`config.mk`:
```
export PLATFORM = sky130hd
export DESIGN_NAME = wsc_wake_ctrl
export DESIGN_NICKNAME = d
export VERILOG_FILES = /design/src/wsc_pkg.sv /design/src/wsc_in_sync.sv /design/src/wsc_wake_ctrl.sv
export VERILOG_INCLUDE_DIRS = /design/src
export SDC_FILE = /design/constraint.sdc
export NUM_CORES = 1
export LEC_CHECK = 0
export BUFFER_PORTS_ARGS = -buffer_cell sky130_fd_sc_hd__buf_2
export CAP_MARGIN = 20
export CORE_ASPECT_RATIO = 1.5
export CORE_UTILIZATION = 45
export DETAILED_ROUTE_END_ITERATION = 16
export SLEW_MARGIN = 25
export SYNTH_ARGS = -nofsm -noshare
export SYNTH_HDL_FRONTEND = slang
export SYNTH_SLANG_ARGS = --single-unit
export TNS_END_PERCENT = 20
```
`constraint.sdc`:
```
create_clock -name core_clk -period 2.51 [get_ports core_clk]
set_input_delay 0.251 -clock core_clk [delete_from_list [all_inputs] [get_ports core_clk]]
set_output_delay 0.251 -clock core_clk [all_outputs]
set_load 0.02 [all_outputs]
```
`src/wsc_defs.svh`:
```
`ifndef WSC_DEFS_SVH
`define WSC_DEFS_SVH

// ----------------------------------------------------------------
// clock
// ----------------------------------------------------------------
`define WSC_CLK_MHZ        40
`define WSC_CLK_PERIOD_NS  25

// ----------------------------------------------------------------
// wake input timing
// ----------------------------------------------------------------
`define WSC_WAKE_MIN_US    40
`define WSC_WAKE_MIN_CYC   (`WSC_WAKE_MIN_US * `WSC_CLK_MHZ)
`define WSC_EDGE_RISE_US   10
`define WSC_EDGE_HIGH_US   20
`define WSC_CNT_W          12

// ----------------------------------------------------------------
// transition phase and reset pulse
// ----------------------------------------------------------------
`define WSC_TRANS_CYC      16
`define WSC_TRANS_W        5
`define WSC_RST_CYC        8
`define WSC_RST_W          4

// ----------------------------------------------------------------
// input synchroniser
// ----------------------------------------------------------------
`define WSC_SYNC_RST_VAL   1'b0

`endif

```
`src/wsc_pkg.sv`:
```
package wsc_pkg;

  // ----------------------------------------------------------------
  // power states, gray along the usual path
  // ----------------------------------------------------------------
  typedef enum logic [2:0] {
    WSC_ST_INIT     = 3'h0,
    WSC_ST_NORMAL   = 3'h1,
    WSC_ST_TO_SLEEP = 3'h3,
    WSC_ST_SLEEP    = 3'h2,
    WSC_ST_WAKE     = 3'h6,
    WSC_ST_TO_STBY  = 3'h7,
    WSC_ST_STANDBY  = 3'h5,
    WSC_ST_FAILSAFE = 3'h4
  } wsc_state_t;

  // ----------------------------------------------------------------
  // host command codes
  // ----------------------------------------------------------------
  typedef enum logic [1:0] {
    WSC_CMD_NORMAL  = 2'h0,
    WSC_CMD_SLEEP   = 2'h1,
    WSC_CMD_STANDBY = 2'h2,
    WSC_CMD_NONE    = 2'h3
  } wsc_cmd_code_t;

  typedef struct packed {
    logic          valid;
    wsc_cmd_code_t code;
  } wsc_cmd_t;

endpackage

```
`src/wsc_in_sync.sv`:
```
`timescale 1ns/100ps
`include "wsc_defs.svh"

// ----------------------------------------------------------------
// three stage synchroniser with agreement filter
// ----------------------------------------------------------------
module wsc_in_sync (
  input  wire logic core_clk,
  input  wire logic rstn,
  input  wire logic pin_in,
  output logic      level,
  output logic      rise
);

  logic s1;
  logic s2;
  logic s3;

  // ----------------------------------------------------------------
  // flop chain
  // ----------------------------------------------------------------
  always_ff @(posedge core_clk or negedge rstn) begin
    if (!rstn) begin
      s1 <= `WSC_SYNC_RST_VAL;
      s2 <= `WSC_SYNC_RST_VAL;
      s3 <= `WSC_SYNC_RST_VAL;
    end else begin
      s1 <= pin_in;
      s2 <= s1;
      s3 <= s2;
    end
  end

  // ----------------------------------------------------------------
  // filtered level and rising edge pulse
  // ----------------------------------------------------------------
  always_ff @(posedge core_clk or negedge rstn) begin
    if (!rstn) begin
      level <= `WSC_SYNC_RST_VAL;
      rise  <= 1'b0;
    end else begin
      if (s2 == s3) begin
        level <= s3;
      end
      rise <= (s2 == s3) && s3 && !level;
    end
  end

endmodule

```
`src/wsc_wake_ctrl.sv`:
```
`timescale 1ns/100ps
`include "wsc_defs.svh"

// How it works
// - power-on reset lands in init state
// - init leaves to normal only on command
// - normal or wake commanded into sleep/standby
// - wake level held long enough is wake
// - enable rising edge is a wake
// - wake: standby/failsafe to init, sleep to wake
// - low level or falling edge does nothing
// - wake during sleep entry: wake plus interrupt
// - wake during standby entry: init plus reset
// - low-power command works with enable high
module wsc_wake_ctrl #(
  parameter int WAKE_MIN_CYC = `WSC_WAKE_MIN_CYC,
  parameter int CNT_W        = `WSC_CNT_W,
  parameter int TRANS_CYC    = `WSC_TRANS_CYC,
  parameter int RST_CYC      = `WSC_RST_CYC
) (
  input  wire logic               core_clk,
  input  wire logic               rstn,
  input  wire wsc_pkg::wsc_cmd_t  host_cmd,
  input  wire logic               failsafe_req,
  input  wire logic               wake_level_input,
  input  wire logic               enable_edge_input,
  output wsc_pkg::wsc_state_t     state,
  output logic                    wake_irq,
  output logic                    reset_output_n
);

  localparam logic [CNT_W-1:0] WAKE_LIM = CNT_W'(WAKE_MIN_CYC);
  localparam logic [`WSC_TRANS_W-1:0] TRANS_LAST =
    `WSC_TRANS_W'(TRANS_CYC - 1);
  localparam logic [`WSC_RST_W-1:0] RST_LOAD = `WSC_RST_W'(RST_CYC);

  // ----------------------------------------------------------------
  // parameter checks
  // ----------------------------------------------------------------
  if (WAKE_MIN_CYC < 2 || WAKE_MIN_CYC >= (1 << CNT_W)) begin : g_bad_wake
    $error("wake minimum count does not fit counter");
  end
  if (TRANS_CYC < 2 || TRANS_CYC > (1 << `WSC_TRANS_W)) begin : g_bad_trans
    $error("transition length does not fit counter");
  end
  if (RST_CYC < 4 || RST_CYC >= (1 << `WSC_RST_W)) begin : g_bad_rst
    $error("reset pulse length does not fit counter");
  end

  wsc_pkg::wsc_state_t    next_state;
  logic                   wake_lvl;
  logic                   edge_lvl;
  logic                   edge_rise;
  logic [CNT_W-1:0]       lvl_cnt;
  logic                   wake_lvl_ok;
  logic                   wake_evt;
  logic [`WSC_TRANS_W-1:0] trans_cnt;
  logic                   trans_done;
  logic                   next_irq;
  logic                   next_rst;
  logic [`WSC_RST_W-1:0]  rst_cnt;
  logic                   post_rst;
  logic                   cmd_normal;
  logic                   cmd_sleep;
  logic                   cmd_stby;

  // ----------------------------------------------------------------
  // command decode
  // ----------------------------------------------------------------
  function automatic logic is_cmd(input wsc_pkg::wsc_cmd_t c,
                                  input wsc_pkg::wsc_cmd_code_t k);
    is_cmd = c.valid && (c.code == k);
  endfunction

  assign cmd_normal = is_cmd(host_cmd, wsc_pkg::WSC_CMD_NORMAL);
  assign cmd_sleep  = is_cmd(host_cmd, wsc_pkg::WSC_CMD_SLEEP);
  assign cmd_stby   = is_cmd(host_cmd, wsc_pkg::WSC_CMD_STANDBY);

  // ----------------------------------------------------------------
  // input synchronisers
  // ----------------------------------------------------------------
  // both pins synchronised
  wsc_in_sync u_wake_sync (
    .core_clk (core_clk),
    .rstn     (rstn),
    .pin_in   (wake_level_input),
    .level    (wake_lvl),
    .rise     ()
  );

  wsc_in_sync u_edge_sync (
    .core_clk (core_clk),
    .rstn     (rstn),
    .pin_in   (enable_edge_input),
    .level    (edge_lvl),
    .rise     (edge_rise)
  );

  // ----------------------------------------------------------------
  // wake level qualification
  // ----------------------------------------------------------------
  // level duration counter
  always_ff @(posedge core_clk or negedge rstn) begin
    if (!rstn) begin
      lvl_cnt <= '0;
    end else if (!wake_lvl) begin
      lvl_cnt <= '0;
    end else if (lvl_cnt != WAKE_LIM) begin
      lvl_cnt <= lvl_cnt + CNT_W'(1);
    end
  end

  // low level and falling edge ignored
  assign wake_lvl_ok = wake_lvl && (lvl_cnt == WAKE_LIM);
  assign wake_evt    = wake_lvl_ok || edge_rise;

  // ----------------------------------------------------------------
  // transition phase timer
  // ----------------------------------------------------------------
  always_ff @(posedge core_clk or negedge rstn) begin
    if (!rstn) begin
      trans_cnt <= '0;
    end else if (state == wsc_pkg::WSC_ST_TO_SLEEP ||
                 state == wsc_pkg::WSC_ST_TO_STBY) begin
      trans_cnt <= trans_cnt + `WSC_TRANS_W'(1);
    end else begin
      trans_cnt <= '0;
    end
  end

  assign trans_done = (trans_cnt == TRANS_LAST);

  // ----------------------------------------------------------------
  // state decode and register
  // ----------------------------------------------------------------
  always_comb begin
    next_state = state;
    next_irq   = 1'b0;
    next_rst   = 1'b0;
    if (failsafe_req && state != wsc_pkg::WSC_ST_FAILSAFE) begin
      next_state = wsc_pkg::WSC_ST_FAILSAFE;
    end else begin
      unique case (state)
        wsc_pkg::WSC_ST_INIT: begin
          if (cmd_normal) begin
            next_state = wsc_pkg::WSC_ST_NORMAL;
          end
        end
        wsc_pkg::WSC_ST_NORMAL: begin
          if (cmd_sleep) begin
            next_state = wsc_pkg::WSC_ST_TO_SLEEP;
          end else if (cmd_stby) begin
            next_state = wsc_pkg::WSC_ST_TO_STBY;
          end
        end
        wsc_pkg::WSC_ST_TO_SLEEP: begin
          if (wake_evt) begin
            next_state = wsc_pkg::WSC_ST_WAKE;
            next_irq   = 1'b1;
          end else if (trans_done) begin
            next_state = wsc_pkg::WSC_ST_SLEEP;
          end
        end
        wsc_pkg::WSC_ST_SLEEP: begin
          if (wake_evt) begin
            next_state = wsc_pkg::WSC_ST_WAKE;
          end
        end
        wsc_pkg::WSC_ST_WAKE: begin
          if (cmd_normal) begin
            next_state = wsc_pkg::WSC_ST_NORMAL;
          end else if (cmd_sleep) begin
            next_state = wsc_pkg::WSC_ST_TO_SLEEP;
          end else if (cmd_stby) begin
            next_state = wsc_pkg::WSC_ST_TO_STBY;
          end
        end
        wsc_pkg::WSC_ST_TO_STBY: begin
          if (wake_evt) begin
            next_state = wsc_pkg::WSC_ST_INIT;
            next_rst   = 1'b1;
          end else if (trans_done) begin
            next_state = wsc_pkg::WSC_ST_STANDBY;
          end
        end
        wsc_pkg::WSC_ST_STANDBY: begin
          if (wake_evt) begin
            next_state = wsc_pkg::WSC_ST_INIT;
          end
        end
        wsc_pkg::WSC_ST_FAILSAFE: begin
          if (wake_evt) begin
            next_state = wsc_pkg::WSC_ST_INIT;
          end
        end
      endcase
    end
  end

  always_ff @(posedge core_clk or negedge rstn) begin
    if (!rstn) begin
      state <= wsc_pkg::WSC_ST_INIT;
    end else begin
      state <= next_state;
    end
  end

  // ----------------------------------------------------------------
  // interrupt and reset output pulses
  // ----------------------------------------------------------------
  always_ff @(posedge core_clk or negedge rstn) begin
    if (!rstn) begin
      wake_irq <= 1'b0;
    end else begin
      wake_irq <= next_irq;
    end
  end

  always_ff @(posedge core_clk or negedge rstn) begin
    if (!rstn) begin
      rst_cnt <= RST_LOAD;
    end else if (next_rst) begin
      rst_cnt <= RST_LOAD;
    end else if (rst_cnt != '0) begin
      rst_cnt <= rst_cnt - `WSC_RST_W'(1);
    end
  end

  always_ff @(posedge core_clk or negedge rstn) begin
    if (!rstn) begin
      reset_output_n <= 1'b0;
    end else begin
      reset_output_n <= !next_rst && (rst_cnt <= `WSC_RST_W'(1));
    end
  end

  // ----------------------------------------------------------------
  // assertions and helper
  // ----------------------------------------------------------------
  always_ff @(posedge core_clk or negedge rstn) begin
    if (!rstn) begin
      post_rst <= 1'b1;
    end else begin
      post_rst <= 1'b0;
    end
  end

  property p_por_init;
    @(posedge core_clk) disable iff (!rstn)
      post_rst |-> state == wsc_pkg::WSC_ST_INIT && !reset_output_n;
  endproperty
  a_por_init: assert property (p_por_init)
    else $error("not in init with reset low after power-on");
  property p_init_hold;
    @(posedge core_clk) disable iff (!rstn)
      (state == wsc_pkg::WSC_ST_INIT && !cmd_normal && !failsafe_req)
      |=> state == wsc_pkg::WSC_ST_INIT;
  endproperty
  a_init_hold: assert property (p_init_hold)
    else $error("init left without normal command");
  property p_sleep_cmd;
    @(posedge core_clk) disable iff (!rstn)
      (state == wsc_pkg::WSC_ST_NORMAL && cmd_sleep && !failsafe_req)
      |=> state == wsc_pkg::WSC_ST_TO_SLEEP;
  endproperty
  a_sleep_cmd: assert property (p_sleep_cmd)
    else $error("sleep command not taken");
  property p_lvl_qual;
    @(posedge core_clk) disable iff (!rstn)
      $rose(wake_lvl_ok) |-> $past(wake_lvl, 8) && $past(wake_lvl, 1);
  endproperty
  a_lvl_qual: assert property (p_lvl_qual)
    else $error("wake level qualified too early");
  property p_edge_wake;
    @(posedge core_clk) disable iff (!rstn)
      (state == wsc_pkg::WSC_ST_SLEEP && edge_rise && !failsafe_req)
      |=> state == wsc_pkg::WSC_ST_WAKE;
  endproperty
  a_edge_wake: assert property (p_edge_wake)
    else $error("enable edge did not wake from sleep");
  property p_stby_wake;
    @(posedge core_clk) disable iff (!rstn)
      (state inside {wsc_pkg::WSC_ST_STANDBY, wsc_pkg::WSC_ST_FAILSAFE}
       && wake_evt && !failsafe_req) |=> state == wsc_pkg::WSC_ST_INIT;
  endproperty
  a_stby_wake: assert property (p_stby_wake)
    else $error("wake did not lead to init");
  property p_no_wake_hold;
    @(posedge core_clk) disable iff (!rstn)
      (state == wsc_pkg::WSC_ST_SLEEP && !wake_lvl_ok && !edge_rise &&
       !failsafe_req) |=> state == wsc_pkg::WSC_ST_SLEEP;
  endproperty
  a_no_wake_hold: assert property (p_no_wake_hold)
    else $error("sleep left without wake event");
  property p_trans_sleep_wake;
    @(posedge core_clk) disable iff (!rstn)
      (state == wsc_pkg::WSC_ST_TO_SLEEP && wake_evt && !failsafe_req)
      |=> state == wsc_pkg::WSC_ST_WAKE && wake_irq ##1 !wake_irq;
  endproperty
  a_trans_sleep_wake: assert property (p_trans_sleep_wake)
    else $error("wake during sleep entry mishandled");
  property p_trans_stby_rst;
    @(posedge core_clk) disable iff (!rstn)
      (state == wsc_pkg::WSC_ST_TO_STBY && wake_evt && !failsafe_req)
      |=> (state == wsc_pkg::WSC_ST_INIT && !reset_output_n) [*4];
  endproperty
  a_trans_stby_rst: assert property (p_trans_stby_rst)
    else $error("wake during standby entry gave no reset");
  property p_stby_edge_high;
    @(posedge core_clk) disable iff (!rstn)
      (state == wsc_pkg::WSC_ST_NORMAL && cmd_stby && !cmd_sleep &&
       edge_lvl && !failsafe_req) |=> state == wsc_pkg::WSC_ST_TO_STBY;
  endproperty
  a_stby_edge_high: assert property (p_stby_edge_high)
    else $error("standby command blocked by enable level");
  property p_sync_delay;
    @(posedge core_clk) disable iff (!rstn)
      $rose(wake_lvl) |-> !wake_lvl_ok ##1 !wake_lvl_ok;
  endproperty
  a_sync_delay: assert property (p_sync_delay)
    else $error("wake level accepted without counting");

endmodule

```
== Word level (Yosys, flattened, before mapping) ==
Index checks and enable logic that the tools add are counted.
Widths: inputs -> output; s select.

* Multiplexer cells: 22
* $add $sub $neg: 3
* Magnitude comparators: 1
* Equal/unequal tests: 21
* Reduce and logical (&&, ||, !) cells: 18

{| class="wikitable"
|+ Operators with widths
! operator !! number
|-
| $mux 3 || 11
|-
| $mux 12 || 2
|-
| $pmux 3 s7 || 1
|-
| $add 12x1->12 const B || 1
|-
| $eq 12x11->1 const B || 1
|-
| $eq 3x3->1 const B || 4
|-
| $ne 12x11->1 const B || 1
|-
| $ne 3x3->1 const B || 3
|-
| $logic_and 1x1->1 || 8
|-
| $mux 4 || 2
|-
| $ne 4x3->1 const B || 2
|-
| $eq 3x2->1 const B || 2
|-
| $add 5x1->5 const B || 1
|-
| $eq 5x4->1 const B || 1
|-
| $mux 1 || 5
|-
| $mux 5 || 1
|-
| $reduce_and 5->1 || 1
|-
| $le 4x1->1 const B || 1
|-
| $reduce_bool 4->1 || 1
|-
| $sub 4x1->4 const B || 1
|-
| $eq 3x1->1 const B || 1
|-
| $logic_not 3->1 || 1
|-
| $ne 3x1->1 const B || 1
|-
| $eq 1x1->1 || 2
|-
| 8 further kinds || 10
|}

* Bits in registers: 35
* Output and inout port bits: 5
* Logic and storage cells: 80
* Bits of input ports: 8

== Logic depth before layout (Yosys ltp) ==
* Word-level depth: 8
* Depth in mapped cells: 6

== Cells and area by module ==
From an unflattened synthesis, not the netlist that was laid out.

* Cell total of the unflattened synthesis: 166
* Area, all modules: 1,799.2 um^2

{| class="wikitable"
|+ Modules (own cells, without submodules)
! module !! sequential area each (um^2) !! instances !! cells an instance !! area each (um^2)
|-
| wsc_wake_ctrl || 651.9 || 1 || 150 || 1,481.4
|-
| wsc_in_sync || 125.1 || 2 || 8 || 158.9
|}

== Worst setup path before layout ==
OpenSTA, ideal clock, no wires.

* Path type: reg-to-reg
* From: register lvl_cnt[0]
* To: register state[2]
* Period minus slack after synthesis: 1,634 ps
* Setup slack: 876 ps
* Required time: 2,391 ps
* Cell stages (with the launch flop): 7
* Path buffers: 0
* Arrival: 1,515 ps
* Cell sequence: dfrtp_1 inv_1 ha_1 and4b_1 a41oi_4 a31oi_1 o22a_2

* Longest elaborated chain between the ends: 6
* Elaborated cells on any way between the ends: 12
* Classes of those cells: eq/ne: 5; mux: 4; reduce/logical: 3

{| class="wikitable"
|+ RTL lines
! item !! RTL line !! RTL
|-
| start: declaration || wsc_wake_ctrl.sv:54 || <nowiki>logic [CNT_W-1:0] lvl_cnt;</nowiki>
|-
| start signal: assignment || wsc_wake_ctrl.sv:109 || <nowiki>lvl_cnt <= lvl_cnt + CNT_W'(1);</nowiki>
|-
| $eq 12x11->1 (*) || wsc_wake_ctrl.sv:114 || <nowiki>assign wake_lvl_ok = wake_lvl && (lvl_cnt == WAKE_LIM);</nowiki>
|-
| $logic_and 1x1->1 (*) || wsc_wake_ctrl.sv:114 ||
|-
| $logic_or 1x1->1 (*) || wsc_wake_ctrl.sv:115 || <nowiki>assign wake_evt = wake_lvl_ok || edge_rise;</nowiki>
|-
| $mux 3, on equally long branches || wsc_wake_ctrl.sv:179, wsc_wake_ctrl.sv:157 ||
|-
| $pmux 3 s7 || wsc_wake_ctrl.sv:143 || <nowiki>unique case (state)</nowiki>
|-
| $mux 3 || wsc_wake_ctrl.sv:140 || <nowiki>if (failsafe_req && state != wsc_pkg::WSC_ST_FAILSAFE) begin</nowiki>
|-
| end signal: assignment || wsc_wake_ctrl.sv:202 || <nowiki>state <= wsc_pkg::WSC_ST_INIT;</nowiki>
|-
| end signal: assignment || wsc_wake_ctrl.sv:204 || <nowiki>state <= next_state;</nowiki>
|-
| end: declaration || wsc_wake_ctrl.sv:27 || <nowiki>output wsc_pkg::wsc_state_t state,</nowiki>
|}

Mark *: on every way between the ends. The rest lies on a longest branch, timed or not.
A chain may end at the register's enable or synchronous reset.

== Worst setup path in the final report ==
Ends and elaborated chain as after synthesis.

==> metrics.txt <==
run status finished, final reports clean; Cell Chain, Critical Path inv_1, ha_1, and4b_1, a41oi_4, a31oi_1, o22a_2; Area contributors post-synth dfrtp_1 49%, ha_1 5.8%, xnor2_1 4.5%, and2_1 3.2%, nand3_1 2.3%; biggest area consumer among synthesized cells dfrtp_1; num ports 13; post-synth top area share about half; Crit Reg-Reg Endpoint state[2]; share of layout cells above drive strength 1 15.70%; Post-synth top cells 34 x dfrtp_1, 9 x and2_1, 9 x xnor2_1; hpwl dp 2223 µm; initial drt markers 17; TritonCTS clock tree built; multi-input logic area 814.5 µm²; post-cts hold buffer count 0; Yosys cell types 43; Hold WC Path Type input port to asynchronous set/reset pin; cts repair resizes 0; Crit Path Class flop to flop; final setup margin ~0.76 ns; GRT overflow 0; cell count of the worst reg-to-reg path 6; crit path from lvl_cnt[0]; Peak supply drop roughly 0.00055 V; Chip Width 52.74 µm; Core ar. ~3700 µm²; diode count 0; Ys Warns 0; clock-pin slew on the worst setup and hold paths 0.07 ns; worst slew pin tran 0.7696 ns; final std cell area, no fill just under 2000 µm²; min Tclk post-route 1.746 ns; worst reg2reg setup slack 0.76 ns; Mean Syn Cell Area 11.14 µm²; DRT Pass-1 Iters 4; Worst Skew 0.007010 ns; routed vias about 1200; postcts setup bufs 0; htree depth 2; Final setup viols 0; final WL 3151 µm; latest clock arrival within the worst-skew pair 0.28 ns; Area Overhead vs Synth 11.38%; worst slack, placed roughly 0.76 ns; post-route ant nets 0; CP Capture Type flop; top-count cell post-synth dfrtp_1; Critical Path Max Stage Delay 0.41 ns; largest net degree at the start of global routing 36; Port-buffer cells 12; antenna violations before repair 0; Final Hold Viols 0; CTS Buffer Depth 2; Filler cells 324; commonest register cell after synthesis dfrtp_1; DR WL/cell 14.66 µm; Finished Layout Cells about 220; sequential fraction of the synthesis area about 50%; clk root buf clkbuf_8; CP max stage cell dfrtp_1; Leak 0.8716 nW; Crit Path Max Fanout 7; #FFs+latches synth 35; Startpoint Class flop; max-slew violation count 0; worst r2r src lvl_cnt[0]; Final nets 187; Final Power approximately 1.4 mW; die height between 70 and 80 µm; Syn Nets 172; GRT Overall Usage 17.65%; CP Data Required Time 2.68 ns; synthesized area 1738 µm²; EDFF count, synth 0; Synth Instances roughly 160; Max-cap violations 0; Finished Core Util 52.57%; Initial Util 47.20%; dpl cells just over 200; worst hold slack between 0.04 and 0.05 ns; FMAX 572.8 MHz; CTS sink cnt 35; Setup TNS 0 ns; DR vias/cell 5.605; arrival time at the worst endpoint 1.92 ns; fin crit share between 60% and 70%; headroom to the max-slew limit 48.69%; Core Rows 27; DP Area 1836 µm²; PwrDens around 710 nW/µm²; Residual DRC 0; Die Area between 4000 and 5000 µm²; vias in the first global route 1244; Reg area between 800 and 900 µm²; gpl congestion 0.8089; CTS Buf Count 5; RSZ-0062 raised after global routing no; global-route wire length before repair 5299 µm; ys async rst share 100.0%
-- worst max-delay path: cells and delay by family (launching register included) --
| kind | cells | cell delay, ns |
|---|---|---|
| AOI/OAI and AO/OA | 3 | 0.71 |
| adders and majority gates | 1 | 0.19 |
| DFF | 1 | 0.41 |
| buffers and inverters | 1 | 0.10 |
| and+or+nand+nor | 1 | 0.23 |
-- worst max-delay path by stage --
stage	cells after the start	to
after floorplan	6	state[2]
after global placement	6	state[1]
after detailed placement	6	state[1]
after CTS	6	state[2]
after global routing	6	reset_output_n
final	6	state[2]
-- cell families (layout without fill, tap and decap cells) --
| family | Yosys count | count (layout) | synth area share, % |
|---|---|---|---|
| xor+xnor | 13 | 13 | 6.552 |
| mux | 2 | 2 | 1.224 |
| fa+ha+maj | 9 | 9 | 6.336 |
| compound gates | 23 | 23 | 10.01 |
| simple gates | 62 | 62 | 22.75 |
| buf+inv | 12 | 28 | 2.664 |
| flops | 35 | 35 | 50.47 |
-- routing by layer --
metal / global-route usage [%] / share of wire, %
met1: 20.33 / 43
met2: 28.73 / 52
met3: 4.651 / 2.9
met4: 9.737 / 2.7
met5: 0 / 0
-- registers in the layout (all words and copies together) (netlist names), 3 cells and up --
signal and flops:
lvl_cnt 12, rst_cnt 4, state 3, trans_cnt 5
-- power breakdown --
group | switching, mW | total [mW] | internal [mW]
Sequential | 0.0597 | 0.689 | 0.629
Combinational | 0.129 | 0.241 | 0.112
Clock | 0.190 | 0.441 | 0.250
Total | 0.379 | 1.37 | 0.991
-- cell type report --
class | count | area share, %
Sequential cell | 35 | 45.31
Multi-Input combinational cell | 109 | 42.08
Clock buffer | 8 | 5.171
Timing Repair Buffer | 12 | 3.103
Tap cell | 43 | 2.780
Inverter | 8 | 1.551
-- cell usage in the layout (no fill, tap or decap), drive strengths merged, types with 2 or more instances in the layout --
cell type  instances
and3b              2
nand2b             3
nor2b              4
dfrtp             34
nor2               8
or3                2
a21oi              3
buf               12
a211oi             2
nand3              8
nand3b             2
nand4              4
nor4               4
ha                 8
nor3               3
and2               9
a31oi              4
clkbuf             8
xnor2              9
nand2              6
and3               3
o21ai              5
and4b              2
inv                8
xor2               4
Note: power is estimated with default switching activity, not from simulation.
